===== src/hdl/serial_alarm_pkg.sv =====
// Shared constants and types of the serial input and alarm block
package serial_alarm_pkg;
  // ----------------------------------------------------------------
  // Timing
  // ----------------------------------------------------------------
  localparam int CLK_PERIOD_NS = 40;
  localparam int START_PULSE_NS = 80;
  localparam int CONV_NS = 4000;
  localparam int SCLK_HALF_NS = 200;
  localparam int START_PULSE_CYC =
    (START_PULSE_NS + CLK_PERIOD_NS - 1) / CLK_PERIOD_NS;
  localparam int CONV_CYC = (CONV_NS + CLK_PERIOD_NS - 1) / CLK_PERIOD_NS;
  localparam int HALF_CYC = (SCLK_HALF_NS + CLK_PERIOD_NS - 1) / CLK_PERIOD_NS;
  localparam int TIMER_W = 8;
  localparam int WORD_BITS = 16;
  localparam int BITS_W = 5;
  // ----------------------------------------------------------------
  // Register map
  // ----------------------------------------------------------------
  localparam int ADDR_W = 10;
  localparam logic [9:0] ADDR_TEMP_LOW_THR = 10'h208;
  localparam logic [9:0] ADDR_TEMP_HIGH_THR = 10'h209;
  localparam logic [9:0] ADDR_DATA_LOW_THR = 10'h20A;
  localparam logic [9:0] ADDR_DATA_HIGH_THR = 10'h20B;
  localparam logic [9:0] ADDR_RESULT_LOW = 10'h20E;
  localparam logic [9:0] ADDR_RESULT_HIGH = 10'h20F;
  localparam logic [9:0] ADDR_TEMP_ALARM_EN = 10'h210;
  localparam logic [9:0] ADDR_DATA_ALARM_EN = 10'h211;
  localparam logic [9:0] ADDR_LOG_CFG = 10'h213;
  localparam logic [9:0] ADDR_ALARM_STATUS = 10'h214;
  // ----------------------------------------------------------------
  // Fields and reset values
  // ----------------------------------------------------------------
  localparam int EN_LOW_BIT = 0;
  localparam int EN_HIGH_BIT = 1;
  localparam int LOG_EDL_BIT = 1;
  localparam int LOG_FMT_BIT = 3;
  localparam logic [5:0] TEMP_EN_PAD = 6'h00;
  localparam logic [5:0] DATA_EN_PAD = 6'h3F;
  localparam logic [7:0] THR_RST = 8'h00;
  localparam logic [15:0] RESULT_RST = 16'h0000;
  localparam logic [1:0] EN_RST = 2'h0;
  localparam logic [3:0] FLAGS_RST = 4'h0;
  typedef enum logic [1:0] {
    ACQ_IDLE = 2'h0, ACQ_START = 2'h1, ACQ_CONV = 2'h3, ACQ_SHIFT = 2'h2
  } acq_state_type;
endpackage


===== src/hdl/acq_link_if.sv =====
// Link between the register side and the serial shifter
interface acq_link_if;
  logic start;
  logic busy;
  logic done;
  logic [serial_alarm_pkg::WORD_BITS-1:0] word;
  modport ctrl (output start, input busy, input done, input word);
  modport shifter (input start, output busy, output done, output word);
endinterface


===== src/hdl/alarm_compare.sv =====
// Threshold comparator for one alarm channel
module alarm_compare (
  input wire logic [7:0] value,
  input wire logic [7:0] low_thr,
  input wire logic [7:0] high_thr,
  input wire logic [1:0] en,
  output logic hit_low,
  output logic hit_high
);
  // Unsigned compare, equality counts as a hit
  assign hit_low = en[serial_alarm_pkg::EN_LOW_BIT] && (value <= low_thr);
  assign hit_high = en[serial_alarm_pkg::EN_HIGH_BIT] &&
                    (value >= high_thr);
endmodule // alarm_compare


===== src/hdl/serial_shifter.sv =====
// Conversion start, serial clock and 16-bit shift-in
module serial_shifter (
  input wire logic core_clk,
  input wire logic rstn,
  acq_link_if.shifter link,
  input wire logic acq_serial_in,
  output logic conversion_start_out,
  output logic sclk_out,
  output logic pump_enable_n
);
  localparam int DONE_CYC = serial_alarm_pkg::START_PULSE_CYC +
    serial_alarm_pkg::CONV_CYC +
    2 * serial_alarm_pkg::WORD_BITS * serial_alarm_pkg::HALF_CYC;
  localparam int TW = serial_alarm_pkg::TIMER_W;
  localparam int BW = serial_alarm_pkg::BITS_W;
  typedef struct packed {
    serial_alarm_pkg::acq_state_type st;
    logic [TW-1:0] timer;
    logic [BW-1:0] bits;
    logic [15:0] word;
    logic cnv;
    logic sclk;
    logic pump_n;
    logic busy;
    logic done;
  } shift_state_type;
  shift_state_type s_r, s_nxt;
  // ----------------------------------------------------------------
  // Sequencer
  // ----------------------------------------------------------------
  // All edges are counted on core_clk, the on-chip oscillator
  always_comb begin
    s_nxt = s_r;
    s_nxt.done = 1'b0;
    case (s_r.st)
      serial_alarm_pkg::ACQ_IDLE: begin
        if (link.start) begin
          s_nxt.st = serial_alarm_pkg::ACQ_START;
          s_nxt.cnv = 1'b1;
          s_nxt.pump_n = 1'b0;
          s_nxt.busy = 1'b1;
          s_nxt.timer = TW'(serial_alarm_pkg::START_PULSE_CYC - 1);
          s_nxt.bits = '0;
          s_nxt.word = serial_alarm_pkg::RESULT_RST;
        end
      end
      serial_alarm_pkg::ACQ_START: begin
        if (s_r.timer == '0) begin
          s_nxt.st = serial_alarm_pkg::ACQ_CONV;
          s_nxt.cnv = 1'b0;
          s_nxt.timer = TW'(serial_alarm_pkg::CONV_CYC - 1);
        end else begin
          s_nxt.timer = s_r.timer - 1'b1;
        end
      end
      serial_alarm_pkg::ACQ_CONV: begin
        // No busy line from the converter, so wait its worst case
        if (s_r.timer == '0) begin
          s_nxt.st = serial_alarm_pkg::ACQ_SHIFT;
          s_nxt.timer = TW'(serial_alarm_pkg::HALF_CYC - 1);
        end else begin
          s_nxt.timer = s_r.timer - 1'b1;
        end
      end
      serial_alarm_pkg::ACQ_SHIFT: begin
        if (s_r.timer != '0) begin
          s_nxt.timer = s_r.timer - 1'b1;
        end else if (!s_r.sclk) begin
          s_nxt.timer = TW'(serial_alarm_pkg::HALF_CYC - 1);
          s_nxt.sclk = 1'b1;
          // Sampled at the rising edge, first bit ends in bit 15
          // Pin pulldown fills missing trailing bits with zero
          s_nxt.word = {s_r.word[14:0], acq_serial_in};
          s_nxt.bits = s_r.bits + 1'b1;
        end else begin
          s_nxt.timer = TW'(serial_alarm_pkg::HALF_CYC - 1);
          s_nxt.sclk = 1'b0;
          if (s_r.bits == BW'(serial_alarm_pkg::WORD_BITS)) begin
            s_nxt.st = serial_alarm_pkg::ACQ_IDLE;
            s_nxt.busy = 1'b0;
            s_nxt.pump_n = 1'b1;
            s_nxt.done = 1'b1;
          end
        end
      end
      default: s_nxt.st = serial_alarm_pkg::ACQ_IDLE;
    endcase
  end

  always_ff @(posedge core_clk or negedge rstn) begin
    if (!rstn) begin
      s_r <= '{st: serial_alarm_pkg::ACQ_IDLE, pump_n: 1'b1, default: '0};
    end else begin
      s_r <= s_nxt;
    end
  end

  assign conversion_start_out = s_r.cnv;
  assign sclk_out = s_r.sclk;
  assign pump_enable_n = s_r.pump_n;
  assign link.busy = s_r.busy;
  assign link.done = s_r.done;
  assign link.word = s_r.word;
  // ----------------------------------------------------------------
  // Checks
  // ----------------------------------------------------------------
  logic [BW-1:0] rise_cnt;
  logic first_bit;
  always_ff @(posedge core_clk or negedge rstn) begin
    if (!rstn) begin
      rise_cnt <= '0;
      first_bit <= 1'b0;
    end else if (link.start && !s_r.busy) begin
      rise_cnt <= '0;
    end else if (s_nxt.sclk && !s_r.sclk) begin
      rise_cnt <= rise_cnt + 1'b1;
      if (rise_cnt == '0) begin
        first_bit <= acq_serial_in;
      end
    end
  end
  sixteen_rises_a: assert property (@(posedge core_clk) disable iff (!rstn)
    link.done |-> rise_cnt == 5'h10) else $error("rise count not 16");
  first_bit_top_a: assert property (@(posedge core_clk) disable iff (!rstn)
    link.done |-> link.word[15] == first_bit) else $error("bit 15 wrong");
  start_width_a: assert property (@(posedge core_clk) disable iff (!rstn)
    $rose(conversion_start_out) |=> conversion_start_out ##1
    !conversion_start_out) else $error("start pulse width wrong");
  sclk_quiet_a: assert property (@(posedge core_clk) disable iff (!rstn)
    $fell(conversion_start_out) |-> !sclk_out [*8])
    else $error("sclk during conversion");
  done_time_a: assert property (@(posedge core_clk) disable iff (!rstn)
    $rose(link.busy) |-> ##DONE_CYC link.done) else $error("done late");
  pump_on_a: assert property (@(posedge core_clk) disable iff (!rstn)
    link.busy |-> !pump_enable_n) else $error("pump off while busy");
  acq_done_c: cover property (@(posedge core_clk) disable iff (!rstn)
    link.done);
endmodule // serial_shifter


===== src/hdl/serial_input_alarm_logic.sv =====
// Serial converter readout, result registers, logging and alarms
// Notes on behaviour
// - Every acquisition shifts in exactly sixteen bits
// - First received bit lands in bit 15, later bits below it
// - Latest word reads as low byte then high byte at next address
// - Acquire on forced conversion, or in mission with data logging on
// - Pulse conversion start, then clock data in on rising edges
// - All link timing counts on the internal oscillator clock
// - Missing trailing bits from a short converter read as zero
// - In mission log high byte of tick acquisitions (not forced), low byte only in 16-bit mode
// - Data alarms compare the unsigned high byte only
// - Data low threshold then data high threshold, consecutive
// - Temperature alarm needs hit and enable; thresholds consecutive
// - Enabled: temperature at or below low threshold sets low flag
// - Enabled: temperature at or above high threshold sets high flag
// - Enabled: data at or below low threshold sets data low flag
// - Enabled: data at or above high threshold sets data high flag
// - All four alarm flags live in the alarm status register
// - Temp enable upper bits read 0; register locked during mission
// - Data enable upper bits read 1; register locked during mission
// - Provide a charge pump enable for the acquisition
// - Temperature alarms use the high byte of the conversion only
// - Format bit 3 selects 8-bit (0) or 16-bit (1) logging
//
// The address-and-strobe port was decided locally.
module serial_input_alarm_logic (
  input wire logic core_clk,
  input wire logic rstn,
  input wire logic [9:0] reg_addr,
  input wire logic [7:0] reg_wdata,
  input wire logic reg_wr,
  input wire logic reg_rd,
  output logic [7:0] reg_rdata,
  input wire logic mission_active,
  input wire logic forced_conv,
  input wire logic sample_tick,
  input wire logic temp_valid,
  input wire logic [15:0] temp_result,
  input wire logic alarm_clear,
  input wire logic acq_serial_in,
  output logic conversion_start_out,
  output logic sclk_out,
  output logic pump_enable_n,
  output logic log_valid,
  output logic [7:0] log_byte,
  output logic [3:0] alarm_flags
);
  typedef struct packed {
    logic [3:0][7:0] thr;
    logic [15:0] result;
    logic [1:0] temp_en;
    logic [1:0] data_en;
    logic edl;
    logic fmt16;
    logic [3:0] flags;
    logic [7:0] rdata;
    logic log_valid;
    logic [7:0] log_data;
    logic low_pend;
    logic mission_acq;
    logic start;
  } main_state_type;
  main_state_type s_r, s_nxt;

  acq_link_if link ();
  // ----------------------------------------------------------------
  // Serial link
  // ----------------------------------------------------------------
  // The shifter keeps its own side of the link timing
  serial_shifter u_shifter (
    .core_clk(core_clk),
    .rstn(rstn),
    .link(link),
    .acq_serial_in(acq_serial_in),
    .conversion_start_out(conversion_start_out),
    .sclk_out(sclk_out),
    .pump_enable_n(pump_enable_n)
  );
  assign link.start = s_r.start;
  // ----------------------------------------------------------------
  // Alarm compare, channel 0 temperature, channel 1 serial data
  // ----------------------------------------------------------------
  logic [1:0][7:0] cmp_val;
  logic [1:0][1:0] cmp_en;
  logic [1:0] cmp_event;
  logic [1:0] hit_low;
  logic [1:0] hit_high;
  logic [3:0] alarm_set;
  assign cmp_val[0] = temp_result[15:8];
  assign cmp_val[1] = link.word[15:8];
  assign cmp_en[0] = s_r.temp_en;
  assign cmp_en[1] = s_r.data_en;
  assign cmp_event[0] = temp_valid && mission_active;
  assign cmp_event[1] = link.done && mission_active;
  genvar c;
  generate
    for (c = 0; c < 2; c++) begin : g_alarm
      alarm_compare u_cmp (
        .value(cmp_val[c]),
        .low_thr(s_r.thr[2*c]),
        .high_thr(s_r.thr[2*c+1]),
        .en(cmp_en[c]),
        .hit_low(hit_low[c]),
        .hit_high(hit_high[c])
      );
      // Hit and enable both needed
      assign alarm_set[2*c] = cmp_event[c] && hit_low[c];
      assign alarm_set[2*c+1] = cmp_event[c] && hit_high[c];
    end
  endgenerate
  // ----------------------------------------------------------------
  // Next state
  // ----------------------------------------------------------------
  logic acq_req;
  assign acq_req = forced_conv ||
                   (sample_tick && mission_active && s_r.edl);

  always_comb begin
    s_nxt = s_r;
    s_nxt.start = 1'b0;
    s_nxt.log_valid = 1'b0;
    s_nxt.rdata = 8'h00;
    if (reg_wr) begin
      case (reg_addr)
        serial_alarm_pkg::ADDR_TEMP_LOW_THR: s_nxt.thr[0] = reg_wdata;
        serial_alarm_pkg::ADDR_TEMP_HIGH_THR: s_nxt.thr[1] = reg_wdata;
        serial_alarm_pkg::ADDR_DATA_LOW_THR: s_nxt.thr[2] = reg_wdata;
        serial_alarm_pkg::ADDR_DATA_HIGH_THR: s_nxt.thr[3] = reg_wdata;
        serial_alarm_pkg::ADDR_TEMP_ALARM_EN: begin
          if (!mission_active) begin
            s_nxt.temp_en = {reg_wdata[serial_alarm_pkg::EN_HIGH_BIT],
                             reg_wdata[serial_alarm_pkg::EN_LOW_BIT]};
          end
        end
        serial_alarm_pkg::ADDR_DATA_ALARM_EN: begin
          if (!mission_active) begin
            s_nxt.data_en = {reg_wdata[serial_alarm_pkg::EN_HIGH_BIT],
                             reg_wdata[serial_alarm_pkg::EN_LOW_BIT]};
          end
        end
        serial_alarm_pkg::ADDR_LOG_CFG: begin
          if (!mission_active) begin
            s_nxt.edl = reg_wdata[serial_alarm_pkg::LOG_EDL_BIT];
            s_nxt.fmt16 = reg_wdata[serial_alarm_pkg::LOG_FMT_BIT];
          end
        end
        default: ;
      endcase
    end
    if (reg_rd) begin
      case (reg_addr)
        serial_alarm_pkg::ADDR_TEMP_LOW_THR: s_nxt.rdata = s_r.thr[0];
        serial_alarm_pkg::ADDR_TEMP_HIGH_THR: s_nxt.rdata = s_r.thr[1];
        serial_alarm_pkg::ADDR_DATA_LOW_THR: s_nxt.rdata = s_r.thr[2];
        serial_alarm_pkg::ADDR_DATA_HIGH_THR: s_nxt.rdata = s_r.thr[3];
        serial_alarm_pkg::ADDR_RESULT_LOW: s_nxt.rdata = s_r.result[7:0];
        serial_alarm_pkg::ADDR_RESULT_HIGH: s_nxt.rdata = s_r.result[15:8];
        serial_alarm_pkg::ADDR_TEMP_ALARM_EN:
          s_nxt.rdata = {serial_alarm_pkg::TEMP_EN_PAD, s_r.temp_en};
        serial_alarm_pkg::ADDR_DATA_ALARM_EN:
          s_nxt.rdata = {serial_alarm_pkg::DATA_EN_PAD, s_r.data_en};
        serial_alarm_pkg::ADDR_LOG_CFG:
          s_nxt.rdata = {4'h0, s_r.fmt16, 1'b0, s_r.edl, 1'b0};
        serial_alarm_pkg::ADDR_ALARM_STATUS:
          s_nxt.rdata = {4'h0, s_r.flags};
        default: s_nxt.rdata = 8'h00;
      endcase
    end
    // A request while the link is busy is dropped, not queued
    if (acq_req && !link.busy && !s_r.start) begin
      s_nxt.start = 1'b1;
      s_nxt.mission_acq = !forced_conv && mission_active && s_r.edl;
    end
    if (link.done) begin
      s_nxt.result = link.word;
      if (s_r.mission_acq) begin
        s_nxt.log_valid = 1'b1;
        s_nxt.log_data = link.word[15:8];
        s_nxt.low_pend = s_r.fmt16;
      end
    end else if (s_r.low_pend) begin
      // Low byte follows, high byte first keeps it at the lower address
      s_nxt.log_valid = 1'b1;
      s_nxt.log_data = s_r.result[7:0];
      s_nxt.low_pend = 1'b0;
    end
    // A new hit in the clearing cycle wins over the clear
    s_nxt.flags = (s_r.flags & ~{4{alarm_clear}}) | alarm_set;
  end

  always_ff @(posedge core_clk or negedge rstn) begin
    if (!rstn) begin
      s_r <= '{thr: {4{serial_alarm_pkg::THR_RST}},
               result: serial_alarm_pkg::RESULT_RST,
               temp_en: serial_alarm_pkg::EN_RST,
               data_en: serial_alarm_pkg::EN_RST,
               flags: serial_alarm_pkg::FLAGS_RST,
               default: '0};
    end else begin
      s_r <= s_nxt;
    end
  end

  assign reg_rdata = s_r.rdata;
  assign log_valid = s_r.log_valid;
  assign log_byte = s_r.log_data;
  assign alarm_flags = s_r.flags;
  // ----------------------------------------------------------------
  // Checks
  // ----------------------------------------------------------------
  logic [7:0] res_hi;
  logic [7:0] word_hi;
  assign res_hi = s_r.result[15:8];
  assign word_hi = link.word[15:8];

  result_read_a: assert property (@(posedge core_clk) disable iff (!rstn)
    reg_rd && reg_addr == serial_alarm_pkg::ADDR_RESULT_HIGH |=>
    reg_rdata == $past(res_hi)) else $error("result high read wrong");
  start_cause_a: assert property (@(posedge core_clk) disable iff (!rstn)
    $rose(link.busy) |-> $past(link.start) && $past(acq_req, 2))
    else $error("acquisition without cause");
  log_bytes_a: assert property (@(posedge core_clk) disable iff (!rstn)
    link.done && s_r.mission_acq |=> log_valid && log_byte ==
    $past(word_hi) ##1 log_valid == s_r.fmt16) else $error("log order");
  data_high_a: assert property (@(posedge core_clk) disable iff (!rstn)
    link.done && mission_active && s_r.data_en[1] &&
    link.word[15:8] >= s_r.thr[3] |=> alarm_flags[3])
    else $error("data high flag missing");
  data_low_a: assert property (@(posedge core_clk) disable iff (!rstn)
    link.done && mission_active && !s_r.data_en[0] && !alarm_flags[2] |=>
    !alarm_flags[2]) else $error("data low flag while disabled");
  temp_low_a: assert property (@(posedge core_clk) disable iff (!rstn)
    temp_valid && mission_active && s_r.temp_en[0] &&
    temp_result[15:8] <= s_r.thr[0] |=> alarm_flags[0])
    else $error("temp low flag missing");
  temp_high_a: assert property (@(posedge core_clk) disable iff (!rstn)
    temp_valid && mission_active && s_r.temp_en[1] &&
    temp_result[15:8] >= s_r.thr[1] |=> alarm_flags[1])
    else $error("temp high flag missing");
  en_locked_a: assert property (@(posedge core_clk) disable iff (!rstn)
    mission_active && reg_wr &&
    reg_addr == serial_alarm_pkg::ADDR_TEMP_ALARM_EN |=> $stable(s_r.temp_en))
    else $error("temp enable written in mission");
  data_pad_a: assert property (@(posedge core_clk) disable iff (!rstn)
    reg_rd && reg_addr == serial_alarm_pkg::ADDR_DATA_ALARM_EN |=>
    reg_rdata[7:2] == 6'h3F) else $error("data enable pad not ones");
  flag_hold_a: assert property (@(posedge core_clk) disable iff (!rstn)
    !alarm_clear |=> (alarm_flags & $past(alarm_flags)) == $past(alarm_flags))
    else $error("alarm flag lost");
  mission_log_c: cover property (@(posedge core_clk) disable iff (!rstn)
    log_valid ##1 log_valid);
  data_alarm_c: cover property (@(posedge core_clk) disable iff (!rstn)
    $rose(alarm_flags[3]));
  temp_alarm_c: cover property (@(posedge core_clk) disable iff (!rstn)
    $rose(alarm_flags[0]));
endmodule // serial_input_alarm_logic


===== config.mk =====
export PLATFORM = sky130hd
export DESIGN_NAME = serial_input_alarm_logic
export DESIGN_NICKNAME = d
export VERILOG_FILES = /design/src/hdl/serial_alarm_pkg.sv /design/src/hdl/acq_link_if.sv /design/src/hdl/alarm_compare.sv /design/src/hdl/serial_shifter.sv /design/src/hdl/serial_input_alarm_logic.sv
export SDC_FILE = /design/constraint.sdc
export NUM_CORES = 1
export LEC_CHECK = 0
export ABC_AREA = 1
export BUFFER_PORTS_ARGS = -buffer_cell sky130_fd_sc_hd__clkbuf_2
export CORE_ASPECT_RATIO = 1.5
export CORE_UTILIZATION = 54
export DETAILED_ROUTE_END_ITERATION = 10
export PLACE_DENSITY_LB_ADDON = 0.3
export SLEW_MARGIN = 20
export SYNTH_ARGS = -nofsm -noshare
export SYNTH_HDL_FRONTEND = slang
export SYNTH_HIERARCHICAL = 1
export SYNTH_SLANG_ARGS = --single-unit

===== constraint.sdc =====
create_clock -name core_clk -period 1.4 [get_ports core_clk]
set_input_delay 0.28 -clock core_clk [delete_from_list [all_inputs] [get_ports core_clk]]
set_output_delay 0.28 -clock core_clk [all_outputs]
set_load 0.005 [all_outputs]

# Word-level counts from Yosys, hierarchy flattened
# Index checks and enable logic that the tools add are counted.
[classes]
magnitude_cmp = 4
n_reduce_logical = 39
eq_ne = 22
bitwise = 5
n_mux = 28
addsub = 2
[ops]
columns = ["op", "count"]
rows = [
  ["== test 10 bit (second input constant)", 10],
  ["one-hot mux 8 bit (10 select lines)", 1],
  ["2-to-1 mux 21 bit", 2],
  ["one-hot mux 21 bit (2 select lines)", 1],
  ["one-hot mux 10 bit (4 select lines)", 1],
  ["2-to-1 mux 32 bit", 1],
  ["2-to-1 mux 8 bit", 4],
  ["2-to-1 mux 10 bit", 3],
  [">= comparator 8 bit", 2],
  ["<= comparator 8 bit", 2],
  ["logical AND 1 bit", 16],
  ["2-to-1 mux 2 bit", 6],
  ["AND reduction 2 bit", 6],
  ["AND reduction 3 bit", 4],
  ["2-to-1 mux 3 bit", 3],
  ["zero test 8 bit", 1],
  ["!= test 2 x 1 -> 1 bit (second input constant)", 4],
  ["!= test 2 bit (second input constant)", 4],
  ["nonzero test 8 bit", 1],
  ["subtractor 8 x 1 -> 8 bit (second input constant)", 1],
  ["AND reduction 6 bit", 1],
  ["nonzero test 2 bit", 3],
  ["adder 5 x 1 -> 5 bit (second input constant)", 1],
  ["== test 5 bit (second input constant)", 1],
  ["other kinds (14)", 21],
]
[totals]
out_inout_bits = 24
wordCells = 125
regBits = 114
input_bits = 44

# Longest topological paths before layout
[depth]
ltp_word = 6
depth_mapped = 14

# Modules after synthesis
# The synthesis kept the hierarchy.
[modules_own_cells]
columns = ["mod", "cells_each", "area_each_um2", "instances"]
rows = [
  ["serial_input_alarm_logic", 488, 3937.5, 1],
  ["serial_shifter", 239, 1940.6, 1],
  ["alarm_compare", 73, 440.4, 2],
]

# Least setup slack after synthesis
# OpenSTA, ideal clock, no wires.
[synth_timing]
path_kind = "register to register"
startpoint = "reg u_shifter.s_r, in the netlist u_shifter/link.word[15]"
endpoint = "reg s_r, in the netlist alarm_flags[3]"
t_arrival_ns = 1.344
period_less_slack_ns = 1.470
required_ns = 1.274
stages_incl_launch_ff = 10
n_path_buf = 1
path_slack_ns = -0.070
path_cell_list = "dfrtp_1 > buf_4 > ha_1 > a21o_2 > nor2_1 > nand3_1 > nand2_1 > inv_1 > nand3_1 > o21ai_0"
[synth_rtl]
columns = ["item", "line", "source"]
rows = [
  ["start, declared", "serial_shifter.sv:27", "shift_state_type s_r, s_nxt;"],
  ["start signal, assigned", "serial_shifter.sv:94", "s_r <= s_nxt;"],
  ["end signal, assigned", "serial_input_alarm_logic.sv:193", "s_r <= '{thr: {4{serial_alarm_pkg::THR_RST}},"],
  ["end signal, assigned", "serial_input_alarm_logic.sv:200", "s_r <= s_nxt;"],
  ["end, declared", "serial_input_alarm_logic.sv:63", "main_state_type s_r, s_nxt;"],
]

==> impl_metrics.json <==
{
  "numClockSinks": 114,
  "synth_edf_count": 0,
  "period_share": 1.17,
  "violations": "negative setup slack",
  "status": "finished with violations",
  "ys.flop_type": "dfrtp_1",
  "grt_max_degree": 29,
  "arrival_ns": 1.98,
  "cts_made_buffers": 17,
  "synth_adder_area_share": 0.0666,
  "crit_type": "flop to flop",
  "die_w_microns": 93.3,
  "drc": 0,
  "synth_area_leader_cell": "dfrtp_1",
  "finalCriticalPeriod_ns": 1.64,
  "overflow": 0,
  "rows": 49,
  "power_w": 0.0107,
  "vias_per_cell": 5.54,
  "drtAntennaViolNets": 0,
  "htree_levels": 4,
  "io_pins": 68,
  "clkTransAtPathRegs_ns": 0.05,
  "core_sq_um": 12100,
  "fin_setup_tns_ns": -4.66,
  "irDropWorstVdd_mv": 1.08,
  "synth_mux_area_frac": 0,
  "hold_viol_final": 0,
  "gp_congestion": 0.945,
  "grt_util_all_layers": 0.306,
  "hold_class": "primary input to flop",
  "dp_hpwl_microns": 12900,
  "synthesis.nets": 953,
  "die_h_microns": 139,
  "yosysWarnings": 6,
  "drt_iter0_markers": 506,
  "worst_slack_ns": -0.241,
  "cts_root_buf": "clkbuf_16",
  "utilization": 0.772,
  "area_growth_pct": 37.9,
  "p_leak_nw": 4.78,
  "crit_path_max_fanout": 3,
  "yosysSeqAreaShare": 0.422,
  "rsz0062_at_grt": "true",
  "wl_per_cell_microns": 17.2,
  "async_reset_ff_frac": 1.00,
  "synth_simple_gate_area_share": 0.295,
  "dieArea_sq_um": 13000,
  "synth_top_area_frac": 0.418,
  "crit_path_end_kind": "flop",
  "worst_pin_slew_ns": 0.395,
  "fmax_mhz": 609,
  "maxCapViolCount": 0,
  "initial_utilization": 0.560,
  "setup_viol": 36,
  "ys_ff_latch": 114,
  "wl_met3_microns": 1020,
  "antenna_cells": 0,
  "synthesis.area_sq_um": 6760,
  "nets": 1106,
  "postSynthAreaPerCell_sq_um": 7.74,
  "vias": 6608,
  "firstDrtPassIters": 5,
  "highest_layer": "met4",
  "port_buffers": 59,
  "yosys.cell_types.count": 33,
  "grt_pass1_vias": 6607,
  "worstSkewPairLatency_ns": 0.42,
  "met1_length_microns": 7110,
  "clock_tree.buffer_depth": 2,
  "power_density_nw_per_um2": 1150,
  "grt_pass1_wl_microns": 30500,
  "synth-xor-area-share": 0.0104,
  "maxSlewViolCount": 0,
  "maxSlewHeadroom": 0.736,
  "start_kind": "flop",
  "syn_inst": 873,
  "drive_gt1_frac": 0.362,
  "cp_data_required_time_ns": 1.74,
  "final_area_sq_um": 9320,
  "cts_tree": "built",
  "antenna_found_initial": 0,
  "wl_met2_microns": 11000,
  "synth_top_family_by_area": "simple AND/OR/NAND/NOR gates",
  "totalWireLength_microns": 20600,
  "dpl_cell_area_sq_um": 7920,
  "synth_compound_area_frac": 0.0839,
  "synth_area_leaders": "dfrtp_1, nand2_1, ha_1",
  "skew_ns": 0.00743
}
## placed cells by master (no fill, tap or decap), drive strengths merged
cell type,Yosys,final
a21o,4,4
a21oi,16,16
a31o,1,1
a32oi,1,1
buf,53,129
bufinv,0,6
clkbuf,4,84
clkinv,2,5
clkinvlp,0,1
dfrtp,113,113
dfstp,1,1
dlygate4sd3,0,1
ha,36,36
inv,111,110
nand2,282,282
nand3,41,41
nand4,41,41
nor2,87,87
nor3,3,3
o21ai,57,57
o221ai,8,8
o22ai,4,4
xnor2,1,1
xor2,7,7
## power by group
| part | switching (W) | leakage (nW) | total [W] | internal [W] |
|---|---|---|---|---|
| clock network | 0.00151 | 0.337 | 0.00504 | 0.00352 |
| registers | 0.000195 | 1.55 | 0.00372 | 0.00352 |
| logic | 0.00107 | 2.89 | 0.00199 | 0.000919 |
## stage by stage
stage | setup WS, ns | hold WS (ns) | cells
2_1_floorplan | -0.00118 | -0.0156 | 873
3_3_place_gp | -0.190 | 0.238 | 1140
3_5_place_dp | -0.236 | 0.236 | 1140
4_1_cts | -0.141 | 0.0746 | 1180
5_1_grt | -0.307 | 0.0938 | 1192
6_report | -0.241 | 0.0828 | 1192
## kinds of logic (layout without fill, tap and decap cells)
logic type,after synthesis,in the layout
AOI/OAI and AO/OA,91,91
xor gates and xnor gates,8,8
adders and majority gates,36,36
buffers and inverters,170,336
DFF,114,114
and+or+nand+nor,454,454
## path summary, 6_finish.rpt
| check | start | endpoint | slack (ns) | cells past startpoint |
|---|---|---|---|---|
| worst min-delay path | forced_conv | s_r[1] | 0.08 | 2 |
| worst max register to register | u_shifter/link.word[14] | alarm_flags[2] | -0.24 | 7 |
| max in group asynchronous | rstn | reg_rdata[1] | 0.57 | 3 |
| worst min register to register | u_shifter/pump_enable_n | u_shifter/pump_enable_n | 0.49 | 2 |
| worst max-delay path | u_shifter/link.word[14] | alarm_flags[2] | -0.24 | 7 |
| min in group asynchronous | rstn | res_hi[6] | 0.34 | 2 |
## synthesized netlist by cell type, types with 3 or more instances
cell type and instances:
o21ai_1 19, nor2_1 72, buf_6 3, o21ai_2 15, nor2_2 9, nor3_4 3
nand4_1 41, inv_1 104, dfrtp_1 113, o22ai_1 4, nand2_1 273, o21ai_0 23
xor2_1 7, nand3_1 40, ha_1 36, buf_2 9, nand2_2 8, inv_2 7
o221ai_1 8, nor2_4 6, buf_4 40, a21oi_1 16, clkbuf_1 4
## critical path, cell delays in order (launching register included)
cell,delay [ns]
dfrtp_1,0.43
ha_1,0.32
nand2_2,0.09
nor2_4,0.14
nand4_1,0.14
a21oi_2,0.24
nand3_1,0.11
o21ai_1,0.09
## state kept, by name, indices dropped and copies added, names as in the netlist
signal and count:
alarm_flags 4, cmp_en 4, link.start 1, log_byte 8, log_valid 1, reg_rdata 8, res_hi 8, s_r 44
u_shifter/conversion_start_out 1, u_shifter/link.busy 1, u_shifter/link.done 1, u_shifter/link.word 16, u_shifter/pump_enable_n 1, u_shifter/s_r 15, u_shifter/sclk_out 1
## area by class of cell
type                       count  area (sq um)
timing repair buffer         191          1520
tap                          153           191
clock inverter                 9           199
inverter                     113           428
sequential                   114          2860
fill                         771          2760
clock buffer                  23           488
multi-input combinational    589          3640
## per-layer routing
metal / vias up / GRT usage
li1: 3069 / -
met1: 3150 / 0.314
met2: 282 / 0.550
met3: 107 / 0.0707
met4: 0 / 0.190
met5: - / 0
## what timing repair did
| item | 4_1_cts | 5_1_grt |
|---|---|---|
| endpoints found under the setup margin | 35 | 42 |
| hold endpoints to repair | 21 | 0 |
| pin swaps | 27 | 52 |
| setup buffers | 6 | 10 |
| resized for setup | 44 | 89 |
| hold buffers | 1 | 0 |
| gates cloned | 1 | 3 |
No activity file was read; power rests on OpenSTA's default activity.
